$ cat src/core/dsw_pkg.sv
// constants for the drive status and warning word bank
package dsw_pkg;
  // parameter addresses of the readable words
  localparam logic [15:0] ADDR_ACTION_WORD = 16'h1c08;
  localparam logic [15:0] ADDR_LAST_STOP_FAULT = 16'h1c0a;
  localparam logic [15:0] ADDR_ACTIVE_WARNING = 16'h1c16;
  localparam logic [15:0] ADDR_LATCHED_WARNING = 16'h1c18;
  // reset values
  localparam logic [15:0] RESET_ACTION_WORD = 16'h0000;
  localparam logic [15:0] RESET_LAST_STOP_FAULT = 16'h0000;
  localparam logic [15:0] RESET_WARNING_WORD = 16'h0000;
  // warning word bit positions
  localparam int WARN_GENERAL = 0;
  localparam int WARN_STAGE_TEMP = 1;
  localparam int WARN_MOTOR_TEMP = 2;
  localparam int WARN_STAGE_I2T = 4;
  localparam int WARN_MOTOR_I2T = 5;
  localparam int WARN_BRAKE_I2T = 6;
  localparam int WARN_CAN = 7;
  localparam int WARN_ENCODER = 8;
  localparam int WARN_RS485 = 9;
  localparam int WARN_SAFE_TORQUE = 10;
  localparam int WARN_DC_BUS = 11;
  localparam int WARN_PROFIBUS = 12;
  localparam int WARN_POS_INVALID = 13;
  localparam int WARN_ETHERNET = 14;
  // bits that follow their condition instead of latching
  localparam logic [15:0] WARN_SELF_CLEAR_MASK = 16'h2c00;
  // bits fed from the external monitoring sources
  localparam logic [15:0] WARN_SOURCE_MASK = 16'h53f7;
  // action word bit positions
  localparam int ACT_WARNING = 0;
  localparam int ACT_ERR_CLASS_LO = 1;
  localparam int ACT_STANDSTILL = 6;
  localparam int ACT_CLOCKWISE = 7;
  localparam int ACT_COUNTER_CW = 8;
  localparam int ACT_PROFILE_LO = 11;
  // standstill threshold in revolutions per minute
  localparam logic [15:0] STANDSTILL_RPM = 16'h0009;
  // profile generator phases
  typedef enum logic [1:0] {
    DSW_PROF_IDLE,
    DSW_PROF_DECEL,
    DSW_PROF_ACCEL,
    DSW_PROF_CONST
  } dsw_profile_t;
endpackage

$ cat src/core/dsw_status_words.sv
// drive status and warning word bank with parameter read port
module dsw_status_words (
  // clock, reset and freeze of all state
  input wire logic clk_in,
  input wire logic reset_n_in,
  input wire logic ce_in,
  // monitoring sources, same clock domain, one bit per warning position
  input wire logic [15:0] warning_sources_in,
  // safe torque off pins, active low, asynchronous
  input wire logic safe_torque_off_input_a_n_in,
  input wire logic safe_torque_off_input_b_n_in,
  // supply and position conditions, levels on the same clock
  input wire logic dc_bus_undervoltage_in,
  input wire logic mains_phase_missing_in,
  input wire logic position_capture_busy_in,
  // fault reset pulse from the command decoder
  input wire logic fault_clear_command_in,
  // error classes, signed speed and profile phase from the motion core
  input wire logic [3:0] error_class_active_in,
  input wire logic signed [15:0] motor_speed_rpm_in,
  input wire logic [1:0] profile_phase_in,
  // stop fault report, number valid with its strobe
  input wire logic stop_fault_valid_in,
  input wire logic [15:0] stop_fault_number_in,
  // parameter read port
  // one request per cycle, answered one edge later
  input wire logic param_read_in,
  input wire logic [15:0] param_addr_in,
  output logic [15:0] param_data_out,
  output logic param_valid_out,
  output logic param_error_out
);
  // all block state in one record
  // one record keeps reset and freeze handling in a single place,
  // so no field can be forgotten when the clock enable is low
  typedef struct packed {
    logic [15:0] active_warning; // unlatched warnings
    logic [15:0] latched_warning; // saved warnings
    logic [15:0] action_word; // action status
    logic [15:0] last_stop_fault; // number of last stop fault
    logic [15:0] read_data; // read answer data
    logic read_valid; // read answer strobe
    logic read_error; // unmapped address strobe
  } dsw_state_t;

  dsw_state_t state_reg;
  dsw_state_t state_next;

  // helpers: synchroniser output, then words rebuilt every cycle
  logic [1:0] sto_sync; // synchronised safe torque pins, active low
  logic [15:0] warn_now; // warnings active this cycle
  logic [15:0] action_now; // action word this cycle
  logic [15:0] speed_mag; // speed magnitude

  // safe torque off pins come from outside and are synchronised first
  // hazard: an unsynchronised pin could reach the latch half-settled;
  // the stages reset to the inactive level so no warning follows reset
  // both pins share one synchroniser so they move together
  dsw_sync2 #(
    .WIDTH(2),
    .RESET_VALUE(2'h3)
  ) u_sto_sync (
    .clk_in(clk_in),
    .reset_n_in(reset_n_in),
    .ce_in(ce_in),
    .async_in({safe_torque_off_input_b_n_in, safe_torque_off_input_a_n_in}),
    .sync_out(sto_sync)
  );

  // build the current warning and action words
  // words are built from this cycle's inputs and the synchronised safe torque pins
  always_comb begin
    // external sources only at their own positions, reserved bits zero
    // reserved 3 and 15 and the three locally raised bits are masked
    warn_now = warning_sources_in & dsw_pkg::WARN_SOURCE_MASK;
    // the three conditions raised here rather than by the sources
    warn_now[dsw_pkg::WARN_SAFE_TORQUE] = ~sto_sync[0] | ~sto_sync[1];
    warn_now[dsw_pkg::WARN_DC_BUS] = dc_bus_undervoltage_in | mains_phase_missing_in;
    warn_now[dsw_pkg::WARN_POS_INVALID] = position_capture_busy_in;
    // magnitude of the signed speed
    // hazard: the most negative speed has no positive twin; the cast keeps
    // it as 16'h8000, which still lies far above the standstill limit
    // and so never reads as standstill
    if (motor_speed_rpm_in < 0) begin
      speed_mag = 16'(-motor_speed_rpm_in);
    end else begin
      speed_mag = 16'(motor_speed_rpm_in);
    end
    // reserved action bits stay zero
    action_now = 16'h0000;
    action_now[dsw_pkg::ACT_WARNING] = |warn_now;
    action_now[dsw_pkg::ACT_ERR_CLASS_LO +: 4] = error_class_active_in;
    action_now[dsw_pkg::ACT_STANDSTILL] = speed_mag < dsw_pkg::STANDSTILL_RPM;
    // either direction bit may show together with standstill at low speed
    action_now[dsw_pkg::ACT_CLOCKWISE] = motor_speed_rpm_in > 0;
    action_now[dsw_pkg::ACT_COUNTER_CW] = motor_speed_rpm_in < 0;
    // one-hot profile phase in bits 11 to 14
    // the cast lets the case name the phases; all four codes are used
    case (dsw_pkg::dsw_profile_t'(profile_phase_in))
      dsw_pkg::DSW_PROF_IDLE: begin
        // reference speed is zero
        action_now[dsw_pkg::ACT_PROFILE_LO] = 1'b1;
      end
      dsw_pkg::DSW_PROF_DECEL: begin
        // speed falling toward the target
        action_now[dsw_pkg::ACT_PROFILE_LO + 1] = 1'b1;
      end
      dsw_pkg::DSW_PROF_ACCEL: begin
        // speed rising toward the target
        action_now[dsw_pkg::ACT_PROFILE_LO + 2] = 1'b1;
      end
      dsw_pkg::DSW_PROF_CONST: begin
        // running at the target speed
        action_now[dsw_pkg::ACT_PROFILE_LO + 3] = 1'b1;
      end
      default: begin
        // unreachable with a two-bit phase, leaves the field clear
        action_now[dsw_pkg::ACT_PROFILE_LO] = 1'b0;
      end
    endcase
  end

  // next state: words, latching, read answers
  // read answers are registered one edge after the request
  always_comb begin
    state_next = state_reg;
    // a low clock enable leaves every word and answer frozen
    if (ce_in) begin
      state_next.active_warning = warn_now;
      state_next.action_word = action_now;
      // fault clear empties the latch, a new warning in that cycle still sets
      // hazard: a warning that arises in the clear cycle must not be lost
      if (fault_clear_command_in) begin
        state_next.latched_warning = warn_now;
      end else begin
        // no clear: new warnings add to what is held
        state_next.latched_warning = state_reg.latched_warning | warn_now;
      end
      // self-clearing bits just follow their condition
      // these three report a present condition and would mislead
      // if they stayed set after it was gone
      state_next.latched_warning = (state_next.latched_warning
        & ~dsw_pkg::WARN_SELF_CLEAR_MASK) | (warn_now & dsw_pkg::WARN_SELF_CLEAR_MASK);
      // remember the most recent stop fault
      // without a new report the old number stands
      if (stop_fault_valid_in) begin
        state_next.last_stop_fault = stop_fault_number_in;
      end
      // answer a read one cycle later
      // the answer carries the word as held before this edge, so a read
      // sees inputs taken at least one edge earlier
      // strobes drop at the next enabled edge unless another read comes
      state_next.read_valid = 1'b0;
      state_next.read_error = 1'b0;
      if (param_read_in) begin
        state_next.read_valid = 1'b1;
        // only the four mapped words return data, other addresses answer with an error
        case (param_addr_in)
          dsw_pkg::ADDR_ACTION_WORD: begin
            // status of motion and error classes
            state_next.read_data = state_reg.action_word;
          end
          dsw_pkg::ADDR_LAST_STOP_FAULT: begin
            // number of the fault that last stopped the drive
            state_next.read_data = state_reg.last_stop_fault;
          end
          dsw_pkg::ADDR_ACTIVE_WARNING: begin
            // warnings present now, not latched
            state_next.read_data = state_reg.active_warning;
          end
          dsw_pkg::ADDR_LATCHED_WARNING: begin
            // warnings seen since the last clear
            state_next.read_data = state_reg.latched_warning;
          end
          default: begin
            // unmapped address reads zero and flags an error
            state_next.read_data = 16'h0000;
            state_next.read_error = 1'b1;
          end
        endcase
      end
    end
  end

  // register the state
  // asynchronous reset loads constants only, field by field,
  // so the warning, action and stop fault reset values come from the package
  always_ff @(posedge clk_in or negedge reset_n_in) begin
    if (!reset_n_in) begin
      state_reg.active_warning <= dsw_pkg::RESET_WARNING_WORD;
      state_reg.latched_warning <= dsw_pkg::RESET_WARNING_WORD;
      state_reg.action_word <= dsw_pkg::RESET_ACTION_WORD;
      state_reg.last_stop_fault <= dsw_pkg::RESET_LAST_STOP_FAULT;
      state_reg.read_data <= 16'h0000;
      state_reg.read_valid <= 1'b0;
      state_reg.read_error <= 1'b0;
    end else begin
      // the whole record moves at once
      state_reg <= state_next;
    end
  end

  // outputs straight from flip-flops
  // no logic between the registers and the pins
  assign param_data_out = state_reg.read_data;
  assign param_valid_out = state_reg.read_valid;
  assign param_error_out = state_reg.read_error;
endmodule

$ cat src/core/dsw_sync2.sv
// two flip-flop synchroniser for a group of pin levels
module dsw_sync2 #(
  parameter int WIDTH = 2,
  parameter logic [WIDTH-1:0] RESET_VALUE = '1
) (
  input wire logic clk_in,
  input wire logic reset_n_in,
  input wire logic ce_in,
  input wire logic [WIDTH-1:0] async_in,
  output logic [WIDTH-1:0] sync_out
);
  // both stages held in one state record
  typedef struct packed {
    logic [WIDTH-1:0] meta; // first stage, read only by the second
    logic [WIDTH-1:0] safe; // second stage, safe to use
  } dsw_sync_state_t;

  dsw_sync_state_t state_reg;
  dsw_sync_state_t state_next;

  // shift the pin levels through both stages
  always_comb begin
    state_next = state_reg;
    if (ce_in) begin
      state_next.meta = async_in;
      state_next.safe = state_reg.meta;
    end
  end

  // register the stages
  always_ff @(posedge clk_in or negedge reset_n_in) begin
    if (!reset_n_in) begin
      state_reg <= {RESET_VALUE, RESET_VALUE};
    end else begin
      state_reg <= state_next;
    end
  end

  assign sync_out = state_reg.safe;
endmodule

$ cat config.mk
export PLATFORM = sky130hd
export DESIGN_NAME = dsw_status_words
export DESIGN_NICKNAME = d
export VERILOG_FILES = /design/src/core/dsw_pkg.sv /design/src/core/dsw_status_words.sv /design/src/core/dsw_sync2.sv
export SDC_FILE = /design/constraint.sdc
export NUM_CORES = 1
export LEC_CHECK = 0
export CORE_MARGIN = 2
export CORE_UTILIZATION = 50
export CTS_CLUSTER_DIAMETER = 60
export DETAILED_ROUTE_END_ITERATION = 7
export DONT_BUFFER_PORTS = 1
export RECOVER_POWER = 25
export SYNTH_ARGS = -nofsm -noshare
export SYNTH_HDL_FRONTEND = slang
export SYNTH_HIERARCHICAL = 1
export SYNTH_SLANG_ARGS = --single-unit
$ cat constraint.sdc
create_clock -name clk_in -period 2.7 [get_ports clk_in]
set_input_delay 0.27 -clock clk_in [delete_from_list [all_inputs] [get_ports clk_in]]
set_output_delay 0.27 -clock clk_in [all_outputs]
set_load 0.005 [all_outputs]
==> metrics.log <==
[metrics] Post-CTS Setup Bufs: 0
[metrics] post-synthesis net count: 383
[metrics] Period Utilization, post-route: slightly below 60%
[metrics] Initial Util: ~52%
[metrics] Sequential Area: between 1500 and 2000 µm²
[metrics] RSZ-0062 raised after global routing: no
[metrics] Critical Path Slowest Stage Cell: sky130_fd_sc_hd__nor2_1
[metrics] setup violation total in the final timing report: 0
[metrics] kind of start point of the critical path: primary input
[metrics] Post-Synthesis Cell Area: around 3500 µm²
[metrics] IO Count: 99
[metrics] cell-by-cell listing of the critical path: nor4b_1, nand4b_1, nor2_1, buf_4, a222oi_1, a21oi_1
[metrics] net switching power figure: approximately 0.00056 W
[metrics] number of antenna-violating nets in the routed design: 0
[metrics] part of the power in the clock network: just over 40%
[metrics] hold-fix buffers at CTS: 6
[metrics] die outline area: between 7000 and 8000 µm²
[metrics] synth warn: 6
[metrics] insertion delay of the later-clocked pin in the worst-skew pair: around 0.34 ns
[metrics] Crit Path Max Fanout: 7
[metrics] Peak VDD IR: 403.6 µV
[metrics] H-tree depth: 3
[metrics] Initial DRT Pass Iterations: 5
[metrics] relative max-transition margin: a little under a third
[metrics] combinational power share: around 8.1%
[metrics] setup slack after placement: roughly 0.74 ns
[metrics] clock tree skew after final layout: approximately 0.0051 ns
[metrics] Global Route Usage Sum: about a fifth
[metrics] gate count after technology mapping: 302
[metrics] flip-flop cell with the highest count after synthesis: sky130_fd_sc_hd__dfrtp_1
[metrics] DP Wirelength: between 5000 and 6000 µm
[metrics] proportion of register bits with asynchronous set or reset after synthesis: 100.0%
[metrics] switching part of the total: a little over a fifth
[metrics] starting DRC count in detailed routing: between 150 and 200
[metrics] largest net degree at the start of global routing: 78
[metrics] Cell Rows: 30
[metrics] DP Area: between 3000 and 4000 µm²
[metrics] Layout fillers: about 620
[metrics] minimum setup slack in the final design: 1.110 ns
[metrics] Least-Margin Pin Slew: just over 1 ns
[metrics] outcome: completed
[metrics] pwr dens: around 690 nW/µm²
[metrics] antenna fix cells: 0
[metrics] maximum frequency from static timing analysis: about 630 MHz
[metrics] wire length of the first global-routing pass: 12080 µm
[metrics] number of buffers inserted by port buffering: 0
[metrics] mean area per synthesized cell: 11.73 µm²
[metrics] max incr delay on CP: about 0.48 ns
[metrics] via count of the first global-routing pass: around 2400
[metrics] number of nets in the finished design: around 370
[metrics] final design instance area without fill: roughly 3800 µm²
[metrics] mean routed wirelength per cell: just under 20 µm
[metrics] required time of the critical path: roughly 3.0 ns
[metrics] kind of critical path: in -> reg
[metrics] Routed WL: about 7600 µm
[metrics] data arrival time at the worst-slack endpoint: approximately 1.9 ns
[metrics] max FFs per register: 55
[metrics] post-synthesis cell type count: 53
[metrics] width of the die: slightly below 90 µm
[metrics] Layout area overhead: 8.404%
[metrics] final weighted congestion in routability-driven placement: roughly 0.76
[metrics] CTS tree: yes
[metrics] internal power: approximately 0.0021 W
[metrics] number of sinks driven by the clock tree: 77
[metrics] worst min-delay path class: in -> reg
[metrics] final core utilization: a little under three fifths
[metrics] fraction of final layout cells with drive strength greater than 1: a little over a fifth
[metrics] sequential area share after synthesis: a little over half
[metrics] static power due to leakage: 1.547 nW
[metrics] count of state elements after synthesis: 77
[metrics] cells resized by post-CTS repair: 0
[metrics] number of vias per cell: between 6 and 7
[metrics] total global routing overflow: 0
[metrics] Maximum Capacitance Violations: 0
[metrics] min cycle time layout: roughly 1.6 ns
[metrics] Post-synth EDFFs: 0
[metrics] clock input transition at the sequential cells of the worst setup and hold paths: around 0.08 ns
[metrics] initial antenna violation count: 0
[metrics] CTS root buf: sky130_fd_sc_hd__clkbuf_8
[metrics] CTS max path bufs: 2
[metrics] die height: 88.19 µm
[metrics] Core Footprint: slightly below 7000 µm²
[metrics] portion of total power attributed to sequential cells: between 50% and 60%
[metrics] hold violation count in the final report: 0
[metrics] worst hold slack across all endpoints: about 0.025 ns
[metrics] Post-route DRC: 0
[metrics] number of buffers created by CTS: 9
[metrics] number of vias after detailed routing: 2379
[metrics] sum of negative setup slack: 0 ns
[metrics] number of pins with negative max-slew slack in the final report: 0
[metrics] multi-input combinational cell area: 1390 µm²
[metrics] crit path capture type: register
## path summary, 6_finish.rpt
| kind | end | startpoint | slack (ns) | cells after the start |
|---|---|---|---|---|
| worst max-delay path | param_data_out[6]$_DFFE_PN0P_ | param_addr_in[5] | 1.11 | 6 |
| worst max register to register | state_reg[45]$_DFFE_PN0P_ | state_reg[45]$_DFFE_PN0P_ | 1.53 | 3 |
| min in group asynchronous | param_error_out$_DFFE_PN0P_ | reset_n_in | 0.47 | 2 |
| worst min register to register | state_reg[65]$_DFFE_PN0P_ | state_reg[65]$_DFFE_PN0P_ | 0.50 | 1 |
| max in group asynchronous | u_sto_sync/state_reg[3]$_DFFE_PN1P_ | reset_n_in | 1.89 | 2 |
| worst min-delay path | state_reg[40]$_DFFE_PN0P_ | ce_in | 0.03 | 1 |
## metal layers
metal / GRT usage [%] / part of all wire, % / up-vias
li1: - / - / 1098
met1: 26.98 / 43 / 1185
met2: 32.40 / 47 / 87
met3: 7.540 / 8.7 / 9
met4: 5.923 / 1.1 / 0
met5: 0 / 0 / -
## cell usage in the layout (no fill, tap or decap), types with 5 or more instances in the layout
| cell | netlist | layout |
|---|---|---|
| sky130_fd_sc_hd__mux2_2 | 37 | 37 |
| sky130_fd_sc_hd__dfrtp_1 | 73 | 73 |
| sky130_fd_sc_hd__nand2_1 | 13 | 13 |
| sky130_fd_sc_hd__nor4_1 | 6 | 6 |
| sky130_fd_sc_hd__o21ai_0 | 6 | 6 |
| sky130_fd_sc_hd__clkbuf_8 | 0 | 12 |
| sky130_fd_sc_hd__dlygate4sd3_1 | 0 | 6 |
| sky130_fd_sc_hd__buf_4 | 18 | 5 |
| sky130_fd_sc_hd__nor2_1 | 24 | 24 |
| sky130_fd_sc_hd__a22o_1 | 11 | 11 |
| sky130_fd_sc_hd__a222oi_1 | 9 | 9 |
| sky130_fd_sc_hd__a21oi_1 | 22 | 22 |
## cell usage after synthesis (2+ instances only)
master	n	area, µm²
sky130_fd_sc_hd__dfrtp_1	73	1827
sky130_fd_sc_hd__a22oi_1	4	30.03
sky130_fd_sc_hd__a21o_1	3	22.52
sky130_fd_sc_hd__a222oi_1	9	90.09
sky130_fd_sc_hd__mux2_2	37	416.7
sky130_fd_sc_hd__clkbuf_1	11	41.29
sky130_fd_sc_hd__nor2_1	24	90.09
sky130_fd_sc_hd__dfstp_2	4	105.1
sky130_fd_sc_hd__a21oi_1	22	110.1
sky130_fd_sc_hd__nor3_1	4	20.02
sky130_fd_sc_hd__o2bb2ai_1	2	17.52
sky130_fd_sc_hd__a221oi_1	3	26.28
sky130_fd_sc_hd__buf_4	18	135.1
sky130_fd_sc_hd__nand4_1	2	12.51
sky130_fd_sc_hd__and2_1	3	18.77
sky130_fd_sc_hd__a2bb2oi_1	2	17.52
sky130_fd_sc_hd__inv_1	3	11.26
sky130_fd_sc_hd__nor4_1	6	37.54
sky130_fd_sc_hd__mux2i_1	2	20.02
sky130_fd_sc_hd__buf_2	3	15.01
sky130_fd_sc_hd__nor3_2	2	20.02
sky130_fd_sc_hd__o31ai_1	3	22.52
sky130_fd_sc_hd__a211oi_1	2	15.01
sky130_fd_sc_hd__nand3b_1	2	15.01
sky130_fd_sc_hd__nand2b_1	2	12.51
sky130_fd_sc_hd__a22o_1	11	96.34
sky130_fd_sc_hd__o21ai_0	6	30.03
sky130_fd_sc_hd__o22ai_1	2	12.51
sky130_fd_sc_hd__nand2_1	13	48.80
## kinds of logic after synthesis
family / Yosys count / share of synthesized area, %
flops: 77 / 54.52
mux: 39 / 12.32
buf+inv: 38 / 6.250
compound gates: 82 / 17.20
simple gates: 66 / 9.711
## power by group through the flow
stage / Combinational [W] / Sequential, W / Clock (W)
2_1_floorplan: 0.000208 / 0.00134 / 0
3_3_place_gp: 0.000177 / 0.00137 / 0
3_5_place_dp: 0.000182 / 0.00137 / 0
4_1_cts: 0.000218 / 0.00135 / 0.00111
5_1_grt: 0.000242 / 0.00136 / 0.00116
6_report: 0.000214 / 0.00135 / 0.00109
## critical path: cells and delay by family
family,cells,cell delay [ns]
AO/OA/AOI/OAI,2,0.25
AND/OR/NAND/NOR,3,1.10
buffers and inverters,1,0.25
## final cells by class
cell class                 instances  share of cell area [%]
sequential                        77                   50.29
multi-input combinational        187                   36.19
clock buffer                      13                   4.397
timing repair buffer              12                   3.257
tap                               96                   3.127
clock inverter                     3                   2.345
inverter                           4                  0.3909
## per-stage QoR
step | instances | total power, W
finish | 392 | 0.002649
global route | 392 | 0.002770
CTS | 391 | 0.002678
detailed placement | 369 | 0.001554
global placement | 369 | 0.001547
floorplan | 302 | 0.001551
No activity file was read; power rests on OpenSTA's default activity.
